===== src/core/ecp_defs.svh =====
/*
 * Register offsets, field positions, reset values and timing counts of the
 * enhanced capture/compare/PWM unit.
 * Assumes byte addressing on a 32-bit APB bus, one register per word.
 */
`ifndef ECP_DEFS_SVH
`define ECP_DEFS_SVH

// Register byte offsets
`define ECP_OFF_CTRL      8'h00
`define ECP_OFF_DUTY_MSB  8'h04
`define ECP_OFF_ACTIVE    8'h08
`define ECP_OFF_PERIOD    8'h0c
`define ECP_OFF_TCTRL     8'h10
`define ECP_OFF_STATUS    8'h14
`define ECP_OFF_TCOUNT    8'h18
`define ECP_OFF_CCTIMER   8'h1c

// Control register fields
`define ECP_CFG_HI        7
`define ECP_CFG_LO        6
`define ECP_DLSB_HI       5
`define ECP_DLSB_LO       4
`define ECP_MODE_HI       3
`define ECP_MODE_LO       0

// Timer control fields
`define ECP_TC_CC_RUN     3
`define ECP_TC_RUN        2
`define ECP_TC_PS_HI      1
`define ECP_TC_PS_LO      0

// Status fields
`define ECP_ST_FLAG       0

// Reset values
`define ECP_RST_CTRL      8'h00
`define ECP_RST_BYTE      8'h00
`define ECP_RST_PERIOD    8'hff
`define ECP_RST_TCTRL     4'h0

// Mode select codes
`define ECP_M_OFF         4'h0
`define ECP_M_TOGGLE      4'h2
`define ECP_M_CAP_ANY     4'h3
`define ECP_M_CAP_FALL    4'h4
`define ECP_M_CAP_RISE    4'h5
`define ECP_M_CAP_RISE4   4'h6
`define ECP_M_CAP_RISE16  4'h7
`define ECP_M_SET_HI      4'h8
`define ECP_M_SET_LO      4'h9
`define ECP_M_SOFT        4'ha
`define ECP_M_SPECIAL     4'hb

// Last fine-count value per timer increment (4 clocks times prescale, less one), then last capture prescale count
`define ECP_FINE_LAST_1   6'h03
`define ECP_FINE_LAST_4   6'h0f
`define ECP_FINE_LAST_16  6'h3f
`define ECP_CAP_LAST_4    4'h3
`define ECP_CAP_LAST_16   4'hf

`endif


===== src/core/ecp_pkg.sv =====
/*
 * Types shared by the enhanced capture/compare/PWM unit.
 * Assumes nothing of its surroundings.
 */
package ecp_pkg;

    // Output configuration in PWM mode, in field order 00..11
    typedef enum logic [1:0] {
        ECP_SINGLE,
        ECP_BRIDGE_FWD,
        ECP_HALF_BRIDGE,
        ECP_BRIDGE_REV
    } ecp_outcfg_t;

    typedef logic [7:0] ecp_byte_t;
    typedef logic [9:0] ecp_duty_t;

endpackage : ecp_pkg


===== src/core/ecp_tb_if.sv =====
/*
 * Carrier between the unit and its period time base.
 * Assumes both ends run on the same clock.
 */
`timescale 1ns/1ps
interface ecp_tb_if;
    logic       run;       // Period timer enabled
    logic [1:0] ps_sel;    // Prescale select
    logic [7:0] period;    // Period match value
    logic [7:0] count;     // Period timer count
    logic [1:0] fine_lsb;  // Two extra low-order bits
    logic       wrap;      // Pulse: timer just cleared at period end

    modport core (output run, ps_sel, period, input count, fine_lsb, wrap);
    modport base (input run, ps_sel, period, output count, fine_lsb, wrap);
endinterface : ecp_tb_if


===== src/core/ecp_timebase.sv =====
/*
 * Period timer with prescaler of 1, 4 or 16 on top of a quarter-cycle count.
 * Assumes pclk is the oscillator clock; one timer increment is
 * four clocks times the prescale ratio.
 */
`timescale 1ns/1ps
module ecp_timebase
    import ecp_pkg::*;
(
    input  wire logic pclk,
    input  wire logic presetn,
    ecp_tb_if.base    tb
);
`include "ecp_defs.svh"

    logic [5:0] fine_q;
    logic [5:0] fine_last;
    logic [7:0] count_q;
    logic       wrap_q;

    // Ratio 1, 4 or 16; code 1x both mean 16
    always_comb
    begin
        case (tb.ps_sel)
            2'b00:   fine_last = `ECP_FINE_LAST_1;
            2'b01:   fine_last = `ECP_FINE_LAST_4;
            default: fine_last = `ECP_FINE_LAST_16;
        endcase
    end

    // Fine count; its top two used bits extend the timer count
    always_ff @(posedge pclk or negedge presetn)
    begin
        if (!presetn)
            fine_q <= 6'h00;
        else if (!tb.run)
            fine_q <= 6'h00;
        else if (fine_q >= fine_last)
            fine_q <= 6'h00;
        else
            fine_q <= fine_q + 6'h01;
    end

    // Timer clears on the increment after it equals the period value
    always_ff @(posedge pclk or negedge presetn)
    begin
        if (!presetn)
        begin
            count_q <= 8'h00;
            wrap_q  <= 1'b0;
        end
        else
        begin
            wrap_q <= 1'b0;
            if (tb.run && fine_q >= fine_last)
            begin
                if (count_q == tb.period)
                begin
                    count_q <= 8'h00;
                    wrap_q  <= 1'b1;
                end
                else
                    count_q <= count_q + 8'h01;
            end
        end
    end

    // Postscaling has no part in the period
    assign tb.count    = count_q;
    assign tb.wrap     = wrap_q;
    assign tb.fine_lsb = (tb.ps_sel == 2'b00) ? fine_q[1:0] :
                         (tb.ps_sel == 2'b01) ? fine_q[3:2] : fine_q[5:4];

endmodule : ecp_timebase


===== src/core/ecp_unit.sv =====
/*
 * Enhanced capture/compare/PWM unit with APB register access.
 * Assumes pin direction and port muxing live outside: chN_own high means
 * the unit owns that channel, low hands it back to the port logic.
 */
`timescale 1ns/1ps
module ecp_unit
    import ecp_pkg::*;
#(
    parameter bit SPECIAL_EVENT_EN = 1'b1 // Low treats 1011 like 1010
)
(
    input  wire logic        pclk,
    input  wire logic        presetn,
    input  wire logic        psel,
    input  wire logic        penable,
    input  wire logic        pwrite,
    input  wire logic [7:0]  paddr,
    input  wire logic [31:0] pwdata,
    output logic      [31:0] prdata,
    output logic             pready,
    output logic             pslverr,
    input  wire logic        capture_in,
    input  wire logic        adc_enable,
    output logic             adc_start,
    output logic             module_event_flag,
    output logic             channel_a_output,
    output logic             channel_b_output,
    output logic             channel_c_output,
    output logic             channel_d_output,
    output logic             channel_a_own,
    output logic             channel_b_own,
    output logic             channel_c_own,
    output logic             channel_d_own
);
`include "ecp_defs.svh"

    ecp_tb_if tb ();

    ecp_byte_t   ctrl_q;
    ecp_byte_t   duty_msb_q;
    ecp_byte_t   active_duty_q;
    logic [1:0]  active_lsb_q;
    ecp_byte_t   period_q;
    logic [3:0]  tctrl_q;
    logic [15:0] cc_timer_q;
    logic        flag_q;
    logic        pwm_q;
    logic        cc_pin_q;
    logic [3:0]  mode_prev_q;
    logic        cap_prev_q;
    logic [3:0]  cap_cnt_q;
    logic        adc_start_q;
    logic [31:0] prdata_q;
    logic        pslverr_q;
    logic [3:0]  ch_out_q;
    logic [3:0]  ch_own_q;

    logic [3:0]  mode;
    ecp_outcfg_t cfg;
    logic        pwm_mode;
    logic        cap_mode;
    logic        wr_acc;
    logic        setup;
    logic        mapped;
    logic        status_clr;
    logic        cc_match;
    logic        cap_edge;
    logic        cap_take;
    logic        special;
    logic        mode_new;
    logic [3:0]  ch_out_d;
    logic [3:0]  ch_own_d;
    logic [31:0] rd_val;

    assign mode     = ctrl_q[`ECP_MODE_HI:`ECP_MODE_LO];
    assign cfg      = ecp_outcfg_t'(ctrl_q[`ECP_CFG_HI:`ECP_CFG_LO]);
    assign pwm_mode = (mode[3:2] == 2'b11);
    assign cap_mode = (mode >= `ECP_M_CAP_ANY) &&
                      (mode <= `ECP_M_CAP_RISE16);
    assign mode_new = (mode != mode_prev_q);

    // Time base hookup
    assign tb.run    = tctrl_q[`ECP_TC_RUN];
    assign tb.ps_sel = tctrl_q[`ECP_TC_PS_HI:`ECP_TC_PS_LO];
    assign tb.period = period_q;

    ecp_timebase i_ecp_timebase (
        .pclk    (pclk),
        .presetn (presetn),
        .tb      (tb)
    );

    // APB decode; zero wait states, so pready is always high
    assign setup  = psel && !penable;
    assign wr_acc = psel && penable && pwrite;
    assign pready = 1'b1;
    assign mapped = (paddr[1:0] == 2'b00) && (paddr <= `ECP_OFF_CCTIMER);
    assign status_clr = wr_acc && (paddr == `ECP_OFF_STATUS) &&
                        pwdata[`ECP_ST_FLAG];

    // Control, duty, period and timer control registers
    always_ff @(posedge pclk or negedge presetn)
    begin
        if (!presetn)
        begin
            ctrl_q     <= `ECP_RST_CTRL;
            duty_msb_q <= `ECP_RST_BYTE;
            period_q   <= `ECP_RST_PERIOD;
            tctrl_q    <= `ECP_RST_TCTRL;
        end
        else if (wr_acc)
        begin
            case (paddr)
                `ECP_OFF_CTRL:     ctrl_q     <= pwdata[7:0];
                `ECP_OFF_DUTY_MSB: duty_msb_q <= pwdata[7:0];
                `ECP_OFF_PERIOD:   period_q   <= pwdata[7:0];
                `ECP_OFF_TCTRL:    tctrl_q    <= pwdata[3:0];
                default:           ;
            endcase
        end
    end

    // Compare/capture timer; special event clears it
    always_ff @(posedge pclk or negedge presetn)
    begin
        if (!presetn)
            cc_timer_q <= 16'h0000;
        else if (special)
            cc_timer_q <= 16'h0000;
        else if (tctrl_q[`ECP_TC_CC_RUN])
            cc_timer_q <= cc_timer_q + 16'h0001;
    end

    // Match only while the timer runs, so a stopped timer cannot refire
    assign cc_match = tctrl_q[`ECP_TC_CC_RUN] && !pwm_mode && !cap_mode &&
                      (mode != `ECP_M_OFF) && !mode_new &&
                      (cc_timer_q == {active_duty_q, duty_msb_q});
    assign special  = cc_match && SPECIAL_EVENT_EN &&
                      (mode == `ECP_M_SPECIAL);

    // Capture edge selection and prescale
    always_comb
    begin
        cap_edge = 1'b0;
        case (mode)
            `ECP_M_CAP_ANY:    cap_edge = capture_in ^ cap_prev_q;
            `ECP_M_CAP_FALL:   cap_edge = cap_prev_q && !capture_in;
            `ECP_M_CAP_RISE,
            `ECP_M_CAP_RISE4,
            `ECP_M_CAP_RISE16: cap_edge = !cap_prev_q && capture_in;
            default:           cap_edge = 1'b0;
        endcase
    end

    assign cap_take = cap_edge && !mode_new &&
        ((mode == `ECP_M_CAP_RISE4)  ? (cap_cnt_q == `ECP_CAP_LAST_4)  :
         (mode == `ECP_M_CAP_RISE16) ? (cap_cnt_q == `ECP_CAP_LAST_16) :
         1'b1);

    // Edge history and prescale count; a mode change restarts the count
    always_ff @(posedge pclk or negedge presetn)
    begin
        if (!presetn)
        begin
            cap_prev_q  <= 1'b0;
            cap_cnt_q   <= 4'h0;
            mode_prev_q <= `ECP_M_OFF;
        end
        else
        begin
            cap_prev_q  <= capture_in;
            mode_prev_q <= mode;
            if (mode_new)
                cap_cnt_q <= 4'h0;
            else if (cap_take)
                cap_cnt_q <= 4'h0;
            else if (cap_edge)
                cap_cnt_q <= cap_cnt_q + 4'h1;
        end
    end

    // Active duty byte: period latch in PWM, compare/capture high byte
    // otherwise; the hidden two bits are only ever loaded at period end
    always_ff @(posedge pclk or negedge presetn)
    begin
        if (!presetn)
        begin
            active_duty_q <= `ECP_RST_BYTE;
            active_lsb_q  <= 2'b00;
        end
        else if (pwm_mode && tb.wrap)
        begin
            active_duty_q <= duty_msb_q;
            active_lsb_q  <= ctrl_q[`ECP_DLSB_HI:`ECP_DLSB_LO];
        end
        else if (!pwm_mode && cap_take)
            active_duty_q <= cc_timer_q[15:8];
        else if (!pwm_mode && wr_acc && paddr == `ECP_OFF_ACTIVE)
            active_duty_q <= pwdata[7:0];
    end

    // Raw PWM waveform; wrap has priority over the clear
    always_ff @(posedge pclk or negedge presetn)
    begin
        if (!presetn)
            pwm_q <= 1'b0;
        else if (!pwm_mode)
            pwm_q <= 1'b0;
        else if (tb.wrap)
            pwm_q <= ({duty_msb_q,
                       ctrl_q[`ECP_DLSB_HI:`ECP_DLSB_LO]} != 10'h000);
        else if ({tb.count, tb.fine_lsb} == {active_duty_q, active_lsb_q})
            pwm_q <= 1'b0;
    end

    // Compare pin latch: start level on mode entry, then match action
    always_ff @(posedge pclk or negedge presetn)
    begin
        if (!presetn)
            cc_pin_q <= 1'b0;
        else if (mode == `ECP_M_OFF)
            cc_pin_q <= 1'b0;
        else if (mode_new && mode == `ECP_M_SET_HI)
            cc_pin_q <= 1'b0;
        else if (mode_new && mode == `ECP_M_SET_LO)
            cc_pin_q <= 1'b1;
        else if (cc_match && mode == `ECP_M_TOGGLE)
            cc_pin_q <= !cc_pin_q;
        else if (cc_match && mode == `ECP_M_SET_HI)
            cc_pin_q <= 1'b1;
        else if (cc_match && mode == `ECP_M_SET_LO)
            cc_pin_q <= 1'b0;
    end

    // Event flag: a new event in the clearing cycle wins
    always_ff @(posedge pclk or negedge presetn)
    begin
        if (!presetn)
            flag_q <= 1'b0;
        else if (cc_match || cap_take)
            flag_q <= 1'b1;
        else if (status_clr)
            flag_q <= 1'b0;
    end

    // Conversion start pulse, only when the converter is enabled
    always_ff @(posedge pclk or negedge presetn)
    begin
        if (!presetn)
            adc_start_q <= 1'b0;
        else
            adc_start_q <= special && adc_enable;
    end

    // Channel steering; index 0..3 is A..D, polarity bit 1 for A/C
    // and bit 0 for B/D. Dead band is not modelled in half bridge.
    always_comb
    begin
        ch_out_d = 4'h0;
        ch_own_d = 4'h0;
        if (!pwm_mode)
        begin
            ch_own_d[0] = (mode == `ECP_M_TOGGLE) ||
                          (mode == `ECP_M_SET_HI) ||
                          (mode == `ECP_M_SET_LO);
            ch_out_d[0] = cc_pin_q;
        end
        else
        begin
            case (cfg)
                ECP_SINGLE:
                begin
                    ch_own_d    = 4'b0001;
                    ch_out_d[0] = pwm_q;
                end
                ECP_BRIDGE_FWD:
                begin
                    ch_own_d = 4'b1111;
                    ch_out_d = {pwm_q, 1'b0, 1'b0, 1'b1};
                end
                ECP_HALF_BRIDGE:
                begin
                    ch_own_d = 4'b0011;
                    ch_out_d = {2'b00, !pwm_q, pwm_q};
                end
                ECP_BRIDGE_REV:
                begin
                    ch_own_d = 4'b1111;
                    ch_out_d = {1'b0, 1'b1, pwm_q, 1'b0};
                end
                default:
                begin
                    ch_own_d = 4'h0;
                    ch_out_d = 4'h0;
                end
            endcase
            ch_out_d = ch_out_d ^ {mode[0], mode[1], mode[0], mode[1]};
        end
    end

    // Registered pin drive, one flop pair per channel
    genvar gi;
    generate
        for (gi = 0; gi < 4; gi++)
        begin : g_ch
            always_ff @(posedge pclk or negedge presetn)
            begin
                if (!presetn)
                begin
                    ch_out_q[gi] <= 1'b0;
                    ch_own_q[gi] <= 1'b0;
                end
                else
                begin
                    ch_out_q[gi] <= ch_out_d[gi] && ch_own_d[gi];
                    ch_own_q[gi] <= ch_own_d[gi];
                end
            end
        end
    endgenerate

    // Read mux
    always_comb
    begin
        case (paddr)
            `ECP_OFF_CTRL:     rd_val = {24'h000000, ctrl_q};
            `ECP_OFF_DUTY_MSB: rd_val = {24'h000000, duty_msb_q};
            `ECP_OFF_ACTIVE:   rd_val = {24'h000000, active_duty_q};
            `ECP_OFF_PERIOD:   rd_val = {24'h000000, period_q};
            `ECP_OFF_TCTRL:    rd_val = {28'h0000000, tctrl_q};
            `ECP_OFF_STATUS:   rd_val = {31'h0, flag_q};
            `ECP_OFF_TCOUNT:   rd_val = {24'h000000, tb.count};
            `ECP_OFF_CCTIMER:  rd_val = {16'h0000, cc_timer_q};
            default:           rd_val = 32'h00000000;
        endcase
    end

    // Read data and error are captured in the setup cycle
    always_ff @(posedge pclk or negedge presetn)
    begin
        if (!presetn)
        begin
            prdata_q  <= 32'h00000000;
            pslverr_q <= 1'b0;
        end
        else if (setup)
        begin
            prdata_q  <= pwrite ? 32'h00000000 : rd_val;
            pslverr_q <= !mapped;
        end
    end

    assign prdata            = prdata_q;
    assign pslverr           = pslverr_q && psel && penable;
    assign adc_start         = adc_start_q;
    assign module_event_flag = flag_q;
    assign channel_a_output  = ch_out_q[0];
    assign channel_b_output  = ch_out_q[1];
    assign channel_c_output  = ch_out_q[2];
    assign channel_d_output  = ch_out_q[3];
    assign channel_a_own     = ch_own_q[0];
    assign channel_b_own     = ch_own_q[1];
    assign channel_c_own     = ch_own_q[2];
    assign channel_d_own     = ch_own_q[3];

endmodule : ecp_unit


===== config.mk =====
export PLATFORM = sky130hd
export DESIGN_NAME = ecp_unit
export DESIGN_NICKNAME = d
export VERILOG_FILES = /design/src/core/ecp_pkg.sv /design/src/core/ecp_tb_if.sv /design/src/core/ecp_timebase.sv /design/src/core/ecp_unit.sv
export VERILOG_INCLUDE_DIRS = /design/src /design/src/core
export SDC_FILE = /design/constraint.sdc
export NUM_CORES = 1
export LEC_CHECK = 0
export ABC_AREA = 1
export BUFFER_PORTS_ARGS = -buffer_cell sky130_fd_sc_hd__buf_2
export CAP_MARGIN = 5
export CORE_ASPECT_RATIO = 0.75
export CORE_MARGIN = 4
export CORE_UTILIZATION = 50
export CTS_CLUSTER_DIAMETER = 80
export DETAILED_ROUTE_END_ITERATION = 16
export PLACE_DENSITY = 0.71
export RECOVER_POWER = 25
export SLEW_MARGIN = 20
export SYNTH_ARGS = -nofsm -noshare
export SYNTH_HDL_FRONTEND = slang
export SYNTH_SLANG_ARGS = --single-unit

===== constraint.sdc =====
create_clock -name pclk -period 4.5 [get_ports pclk]
set_input_delay 0.9 -clock pclk [delete_from_list [all_inputs] [get_ports pclk]]
set_output_delay 0.9 -clock pclk [all_outputs]
set_load 0.005 [all_outputs]

==> results.toml, run 1 <==
[placed_design]
io_buffers = 49
gp_congestion = 0.973
dp_hpwl_um = 14000
pre_cts_ws_ns = 1.84
dpl_cell_area_um2 = 6860
place_inst = 1115

[worst_hold_path]
min_to = "prdata[9]"
holdPathStages = 2
worstHoldStart = "prdata[9]"
hp-class = "flop to flop"

[power_and_ir_drop]
switching_share_pct = 27.5
powerDensity_nw_per_um2 = 276
sequentialPowerShare_pct = 50.8
p_leak_nw = 3.77
clockPowerShare_pct = 39.3
internal_power_mw = 1.43
vdd_drop_max_v = 0.000187
p_sw_uw = 541
pwr-share-comb_pct = 9.9

[critical_path]
worstSetupStartpointType = "input pin"
path_cells = "clkbuf_1 -> inv_1 -> ha_1 -> nor2_1 -> nand2_1 -> nand2_1 -> nand3_4 -> nand2_4 -> inv_4 -> nand2_1 -> nand2_1"
ff2ff_setup_slack_ns = 2.18
slowest_delay_ns = 0.37
cp_common_cell = "nand2_1"
slowest_stage = "nand2_1"
worstReg2RegStart = "tctrl_q[1]"
crit_arrival_ns = 2.77
critPathKind = "input pin to flop"
cp-end-kind = "flop"
rr_endpoint = "i_ecp_timebase.tb.wrap"
cp_data_required_time_ns = 4.74
worstPathMaxFanout = 11
reg2regPathDepth = 10

[yosys]
yosysWarnings = 0
ys_ff_latch = 106
yosysUniqueCellTypes = 40
syn_area_per_cell_um2 = 7.17
synth_area_um2 = 6620
netlist_instances = 923
yosysSeqAreaShare_pct = 40.2

[layout]
final_cell_mix = "nand2_1, inv_1, dfrtp_1"
final_common_cell = "nand2_1"
stdcell_area_um2 = 7140
layout-drive-gt1-share_pct = 11.9
post-route-util_pct = 55.1
layout.nets = 1012
fin_cells = 1132
syn_to_final_growth_pct = 7.90

[sta]
setup_violations = 0
slew_headroom_pct = -11.1
hold_violations = 0
setup_slack_ns = 1.97
clock.fmax_ghz = 0.395
finClkSkew_ns = 0.00772
post-route-period-util_pct = 56.3
min_period_ns = 2.53
maxSlewViolCount = 67
worst_pin_slew_ns = 1.67
grt_setup_unrepaired = "false"
finalSetupTns_ns = 0

[drt]
vias = 6068
firstDrtPassIters = 6
drtAntennaViolNets = 0
wirelength_um = 18200
vias_per_cell = 5.36
wl_per_cell_um = 16.1
drtIter0Drc = 713
drc = 0

[grt]
grt_overflow_total = 0
grt_pass1_wl_um = 29200
antenna_found_initial = 1
grtUsageTotal_pct = 24.6
grt_max_degree = 67
grt_pass1_vias = 5462

[clocking]
clock-root-buffer = "clkbuf_16"
clock-sinks = 106
postCtsSetupBuffers = 0
numCtsBuffers = 9
cts.htree.levels = 3
postCtsHoldBufs = 0
cts_tree = "done"
cts_max_path_buffers = 2
clock_latency_ns = 0.35
ctsResizeCount = 0
clkSlewWorstSetupHoldPaths_ns = 0.07

[status]
violations = "max-capacitance violations, max-slew violations"
status = "finished with violations"

[die]
num_rows = 36
initial_core_util_pct = 51.0
die_h_um = 108
io_pins = 91
core_um2 = 13000
die_x_um = 141
dieArea_um2 = 15200

[job]
maxCapViolations = 1
-- registers in the layout, indices dropped and copies added, names as in the netlist, 2 cells and up --
name                     flops
ctrl_q                       8
cc_timer_q                  16
duty_msb_q                   8
cap_cnt_q                    4
mode_prev_q                  4
active_duty_q                8
prdata                      16
tctrl_q                      4
active_lsb_q                 2
i_ecp_timebase.tb.count      8
i_ecp_timebase.fine_q        6
period_q                     8
-- layer usage --
metal | wire length, um | share of wire (%) | vias to the layer above | track usage (%)
met2 | 7450 | 41 | 292 | 34.6
met1 | 8580 | 47 | 2808 | 38.3
met5 | 0 | 0 | - | 0
met4 | 267 | 1.5 | 0 | 6.02
li1 | - | - | 2942 | -
met3 | 1930 | 11 | 26 | 5.46
-- Yosys cell counts (all sizes together) --
master | count | area [um^2]
nand2 | 314 | 1210
inv | 118 | 445
dfrtp | 98 | 2450
nor2 | 92 | 419
o21ai | 63 | 315
nand3 | 62 | 340
buf | 35 | 253
nand4 | 25 | 163
nor3 | 20 | 140
xor2 | 20 | 175
a21oi | 10 | 50.1
clkbuf | 10 | 37.5
ha | 10 | 125
xnor2 | 10 | 87.6
dfstp | 8 | 210
o31ai | 8 | 60.1
nand3b | 4 | 30.0
o21bai | 3 | 22.5
a31oi | 2 | 12.5
conb | 2 | 7.51
nor4 | 2 | 12.5
o22ai | 2 | 12.5
or2 | 2 | 12.5
a21o | 1 | 7.51
and3 | 1 | 6.26
nor3b | 1 | 7.51
-- power by group through the flow --
stage / Sequential (mW) / Combinational, mW / Clock [mW]
2_1_floorplan: 1.00 / 0.135 / 0
3_3_place_gp: 1.02 / 0.188 / 0
3_5_place_dp: 1.02 / 0.189 / 0
4_1_cts: 0.999 / 0.191 / 0.789
5_1_grt: 1.00 / 0.217 / 0.827
6_report: 1.00 / 0.194 / 0.774
-- cell families (layout without fill, tap and decap cells) --
logic type | count (synthesis) | after routing | share of synthesized area (%)
buffers and inverters | 163 | 185 | 11.1
flip-flops | 106 | 106 | 40.2
adder cells (fa/ha/maj) | 10 | 10 | 1.89
other | 2 | 18 | 0.113
AO/OA/AOI/OAI | 89 | 89 | 7.26
AND/OR/NAND/NOR | 523 | 523 | 35.4
XOR/XNOR | 30 | 30 | 3.97
-- critical path: cells and delay by family --
family        cells  cell delay [ns]
simple gates      7             1.09
fa+ha+maj         1             0.30
buf+inv           3             0.47
-- per-stage QoR --
step	hold slack, ns	total power, mW
2_1_floorplan	0.355	1.14
4_1_cts	0.487	1.98
3_5_place_dp	0.468	1.21
5_1_grt	0.520	2.05
6_report	0.484	1.97
3_3_place_gp	0.461	1.20
-- worst max path at each step --
stage	start	endpoint	slack [ns]	cells after the start
after floorplan	paddr[7]	active_duty_q[4]	2.45	8
after global placement	capture_in	active_duty_q[4]	1.87	11
after detailed placement	capture_in	active_duty_q[0]	1.84	11
after CTS	capture_in	active_duty_q[0]	2.21	11
after global routing	capture_in	active_duty_q[1]	1.85	11
final	capture_in	active_duty_q[0]	1.97	11
-- layout make-up --
cell class | instances | area [um^2]
inverters | 118 | 445
multi-input cells | 669 | 3270
clock inverters | 6 | 50.0
repair buffers | 51 | 259
diodes | 1 | 2.50
well taps | 171 | 214
fillers | 1284 | 5830
flip-flops and latches | 106 | 2660
clock buffers | 10 | 239
(Power assumes the default switching activity.)
==> run 2: changes to the inputs <==
- ABC_AREA: 1 -> 0
- PLACE_DENSITY: 0.71 -> 0.72
- clock period: 4.5 -> 2.6 ns (I/O delays scaled with it)
==> results.toml, run 2 <==
[status]
status = "complete, no violations"

[clocking]
clock-root-buffer = "clkbuf_16"
cts.htree.levels = 3
clock-sinks = 106
clkSlewWorstSetupHoldPaths_ns = 0.07
clock_latency_ns = 0.35
postCtsSetupBuffers = 0
numCtsBuffers = 9
cts_tree = "done"
ctsResizeCount = 0
cts_max_path_buffers = 2
postCtsHoldBufs = 0

[yosys]
synthTopCellsByArea = "dfrtp_1, mux2_2, xnor2_1"
synth.top_cells.by_count = "dfrtp_1, nand2_1, nor2_1"
synthAdderAreaFrac_pct = 2.12
synth_compound_area_share_pct = 12.5
ys_async_sr_fraction_pct = 100
synth-edff-count = 0
yosysWarnings = 0
netlist_instances = 583
muxShareOfSynthArea_pct = 8.82
synth_ff_type = "dfrtp_1"
synth_area_um2 = 5900
synth.most_common_cell = "dfrtp_1"
syn_area_per_cell_um2 = 10.1
yosysSeqAreaShare_pct = 45.1
ys_ff_latch = 106
synth_top_family_by_area = "simple AND/OR/NAND/NOR gates"
synth_top_cell_area_share_pct = 41.6
synth_top_area_cell = "dfrtp_1"
yosysUniqueCellTypes = 61
yosys.area_share.simple_pct = 16.9
synth_xor_area_share_pct = 9.05

[critical_path]
worstSetupStartpointType = "flop"
worstPathMaxFanout = 17
slowest_stage = "dfrtp_1"
cp_common_cell = "nor4_2"
slowest_delay_ns = 0.49
critPathKind = "flop to flop"
cp-end-kind = "flop"
cp_data_required_time_ns = 2.89
path_cells = "xor2_1 -> nor4_2 -> nand4b_1 -> nor4_2 -> and4_1 -> buf_4 -> and2_1"
crit_arrival_ns = 2.60

[drt]
wl_per_cell_um = 19.8
drtIter0Drc = 515
drtAntennaViolNets = 0
firstDrtPassIters = 6
wirelength_um = 15900
drc = 0
vias_per_cell = 5.83
vias = 4696

[die]
dieArea_um2 = 13600
initial_core_util_pct = 51.0
io_pins = 91
core_um2 = 11600
die_h_um = 102
die_x_um = 133
num_rows = 34

[sta]
worst_pin_slew_ns = 1.26
finalSetupTns_ns = 0
clock.fmax_ghz = 0.432
setup_violations = 0
timing.hold.ws_ns = 0.334
slew_headroom_pct = 16.3
post-route-period-util_pct = 89.0
grt_setup_unrepaired = "false"
maxSlewViolCount = 0
finClkSkew_ns = 0.00604
min_period_ns = 2.31
hold_violations = 0

[worst_hold_path]
hp-class = "input pin to flop"

[layout]
layout-drive-gt1-share_pct = 22.7
stdcell_area_um2 = 6680
syn_to_final_growth_pct = 13.1
layout.nets = 695
antenna_cells = 0
final_common_cell = "dfrtp_1"
final_cell_mix = "dfrtp_1, nand2_1, buf_2"

[grt]
grt_max_degree = 49
grt_overflow_total = 0
grt_pass1_vias = 4367
antenna_found_initial = 0
grt_pass1_wl_um = 24900
grtUsageTotal_pct = 23.8

[job]
maxCapViolations = 0

[power_and_ir_drop]
p_leak_nw = 3.26
vdd_drop_max_v = 0.000386
powerDensity_nw_per_um2 = 507
total_power_mw = 3.38

[placed_design]
gp_congestion = 0.972
dpl_cell_area_um2 = 6370
io_buffers = 49
dp_hpwl_um = 12000
==> run 2: cell count changes after synthesis, sizes merged, moves of 27 or more <==
cell and delta:
nand2 -256, inv -112, nand3 -44, nor2 -44
o21ai -41, mux2 +30, xnor2 +27
==> run 2: worst paths after layout <==
| path | startpoint | end | slack [ns] | cells after the start |
|---|---|---|---|---|
| max | duty_msb_q[0] | adc_start | 0.29 | 7 |
| min | capture_in | cap_prev_q | 0.33 | 1 |
| max reg2reg | duty_msb_q[0] | adc_start | 0.29 | 7 |
| min reg2reg | ctrl_q[3] | mode_prev_q[3] | 0.46 | 0 |
| max in group asynchronous | presetn | cc_timer_q[13] | 1.20 | 2 |
| min in group asynchronous | presetn | cc_timer_q[4] | 0.43 | 1 |
==> run 2: final cells by class <==
| type | instances | area, um^2 |
|---|---|---|
| timing repair buffer | 81 | 493 |
| multi-input combinational | 434 | 2980 |
| fill | 1017 | 4890 |
| sequential | 106 | 2660 |
| clock inverter | 5 | 78.8 |
| inverter | 6 | 22.5 |
| tap | 162 | 203 |
| clock buffer | 11 | 233 |
==> run 2: cells by family after synthesis <==
group	after synthesis
and+or+nand+nor	189
AOI/OAI and AO/OA	110
other	2
buffers and inverters	58
xor gates and xnor gates	61
adders and majority gates	10
DFF	106
muxes	47
==> run 2: stage by stage <==
stage,setup slack (ns),utilization (%),instances
3_5_place_dp,0.163,55.0,789
3_3_place_gp,0.119,55.0,789
6_report,0.287,57.7,805
5_1_grt,0.0957,57.7,805
4_1_cts,0.130,57.7,805
2_1_floorplan,0.507,-,598
==> run 2: worst max-delay path: cells and delay by family, from the launching register on <==
kind                      cells  cell delay [ns]
DFF                           1             0.49
buffers and inverters         1             0.22
xor gates and xnor gates      1             0.21
and+or+nand+nor               5             1.32
==> run 2: power breakdown <==
part           internal (mW)  switching [mW]  leakage (nW)
sequential              1.67          0.0240          1.44
combinational         0.0880           0.153          1.66
clock                  0.845           0.600         0.154
==> run 2: routing by layer <==
layer  wire length, um  GRT usage, %  vias up
li1                  -             -     2145
met1              7480          35.9     2291
met2              6600          34.4      227
met3              1530          6.20       33
met4               346          5.93        0
met5                 0             0        -
==> run 3: changes to the inputs <==
- RECOVER_POWER: 25 -> 50
==> results.toml, run 3 (synthesized netlist as in run 2, its figures left out) <==
[status]
status = "complete, no violations"

[critical_path]
critPathKind = "flop to flop"
worstSetupStartpointType = "flop"
slowest_stage = "dfrtp_1"
worstPathMaxFanout = 17
slowest_delay_ns = 0.49
cp_common_cell = "nor4_2"
crit_arrival_ns = 2.60
path_cells = "xor2_1 -> nor4_2 -> nand4b_1 -> nor4_2 -> and4_1 -> buf_4 -> and2_1"
cp-end-kind = "flop"
cp_data_required_time_ns = 2.89

[sta]
maxSlewViolCount = 0
finalSetupTns_ns = 0
clock.fmax_ghz = 0.433
slew_headroom_pct = 18.4
finClkSkew_ns = 0.00532
grt_setup_unrepaired = "false"
post-route-period-util_pct = 88.9
hold_violations = 0
setup_violations = 0
worst_pin_slew_ns = 1.22
min_period_ns = 2.31

[job]
maxCapViolations = 0

[drt]
vias = 4721
wirelength_um = 15900
drc = 0
firstDrtPassIters = 7
vias_per_cell = 5.86
drtAntennaViolNets = 0
wl_per_cell_um = 19.8
drtIter0Drc = 524

[clocking]
cts_tree = "done"
postCtsHoldBufs = 0
clock_latency_ns = 0.35
numCtsBuffers = 9
cts.htree.levels = 3
ctsResizeCount = 0
clkSlewWorstSetupHoldPaths_ns = 0.07
postCtsSetupBuffers = 0
cts_max_path_buffers = 2
clock-sinks = 106
clock-root-buffer = "clkbuf_16"

[power_and_ir_drop]
total_power_mw = 3.38
powerDensity_nw_per_um2 = 508
vdd_drop_max_v = 0.000386
p_leak_nw = 3.23

[layout]
syn_to_final_growth_pct = 12.7
fillers = 1026
layout-drive-gt1-share_pct = 21.9
final_common_cell = "dfrtp_1"
post-route-util_pct = 57.5
layout.nets = 695
final_cell_mix = "dfrtp_1, nand2_1, nor2_1"
antenna_cells = 0

[die]
initial_core_util_pct = 51.0
die_h_um = 102
io_pins = 91
core_um2 = 11600
num_rows = 34
dieArea_um2 = 13600
die_x_um = 133

[grt]
antenna_found_initial = 0
grt_overflow_total = 0
grt_max_degree = 49
grt_pass1_vias = 4367
grtUsageTotal_pct = 23.8
grt_pass1_wl_um = 24900

[placed_design]
dp_hpwl_um = 12000
gp_congestion = 0.972
io_buffers = 49

[worst_hold_path]
hp-class = "input pin to flop"
==> run 3: changes by cell type in the layout (fill, tap and decap cells not counted), sizes merged <==
cell / change
clkbuf: +6
buf: -6
==> run 3: metal layers <==
layer  GRT usage (%)  share of wire (%)  up-vias
met3            6.20                8.2       23
met1            35.9                 48     2332
met5               0                  0        -
met4            5.93                1.7        0
met2            34.4                 42      216
li1                -                  -     2150
==> run 3: power by group <==
part           switching, mW  total [mW]  internal, mW  leakage (nW)
sequential            0.0238        1.70          1.67          1.44
clock                  0.601        1.45         0.845         0.154
combinational          0.153       0.237        0.0842          1.63
==> run 3: stage by stage <==
| stage | setup WS [ns] | hold WS (ns) | cells | area, um^2 |
|---|---|---|---|---|
| 2_1_floorplan | 0.507 | 0.224 | 598 | 5960 |
| 3_3_place_gp | 0.119 | 0.433 | 789 | 6370 |
| 3_5_place_dp | 0.163 | 0.444 | 789 | 6370 |
| 4_1_cts | 0.130 | 0.224 | 805 | 6680 |
| 5_1_grt | 0.0957 | 0.346 | 805 | 6650 |
| 6_report | 0.288 | 0.335 | 805 | 6650 |
==> run 3: critical path: cells and delay by family, from the launching register on <==
family                 cells  cell delay, ns
AND/OR/NAND/NOR            5            1.32
XOR/XNOR                   1            0.21
buffers and inverters      1            0.22
flip-flops                 1            0.49
==> run 3: worst paths after layout <==
path / from / to / slack, ns / cells past startpoint
hold / removal: capture_in / cap_prev_q / 0.33 / 1
max in group asynchronous: presetn / cap_cnt_q[0] / 0.66 / 2
setup reg to reg: duty_msb_q[0] / adc_start / 0.29 / 7
hold reg to reg: ctrl_q[3] / mode_prev_q[3] / 0.46 / 0
setup / recovery: duty_msb_q[0] / adc_start / 0.29 / 7
min in group asynchronous: presetn / cc_timer_q[4] / 0.42 / 1
==> run 3: area by class of cell <==
type,count,area [um^2],area share [%]
clock buffer,11,233,3.50
tap,162,203,3.05
sequential,106,2660,40.0
clock inverter,5,78.8,1.19
multi-input combinational,434,2980,44.9
inverter,6,22.5,0.339
timing repair buffer,81,467,7.02
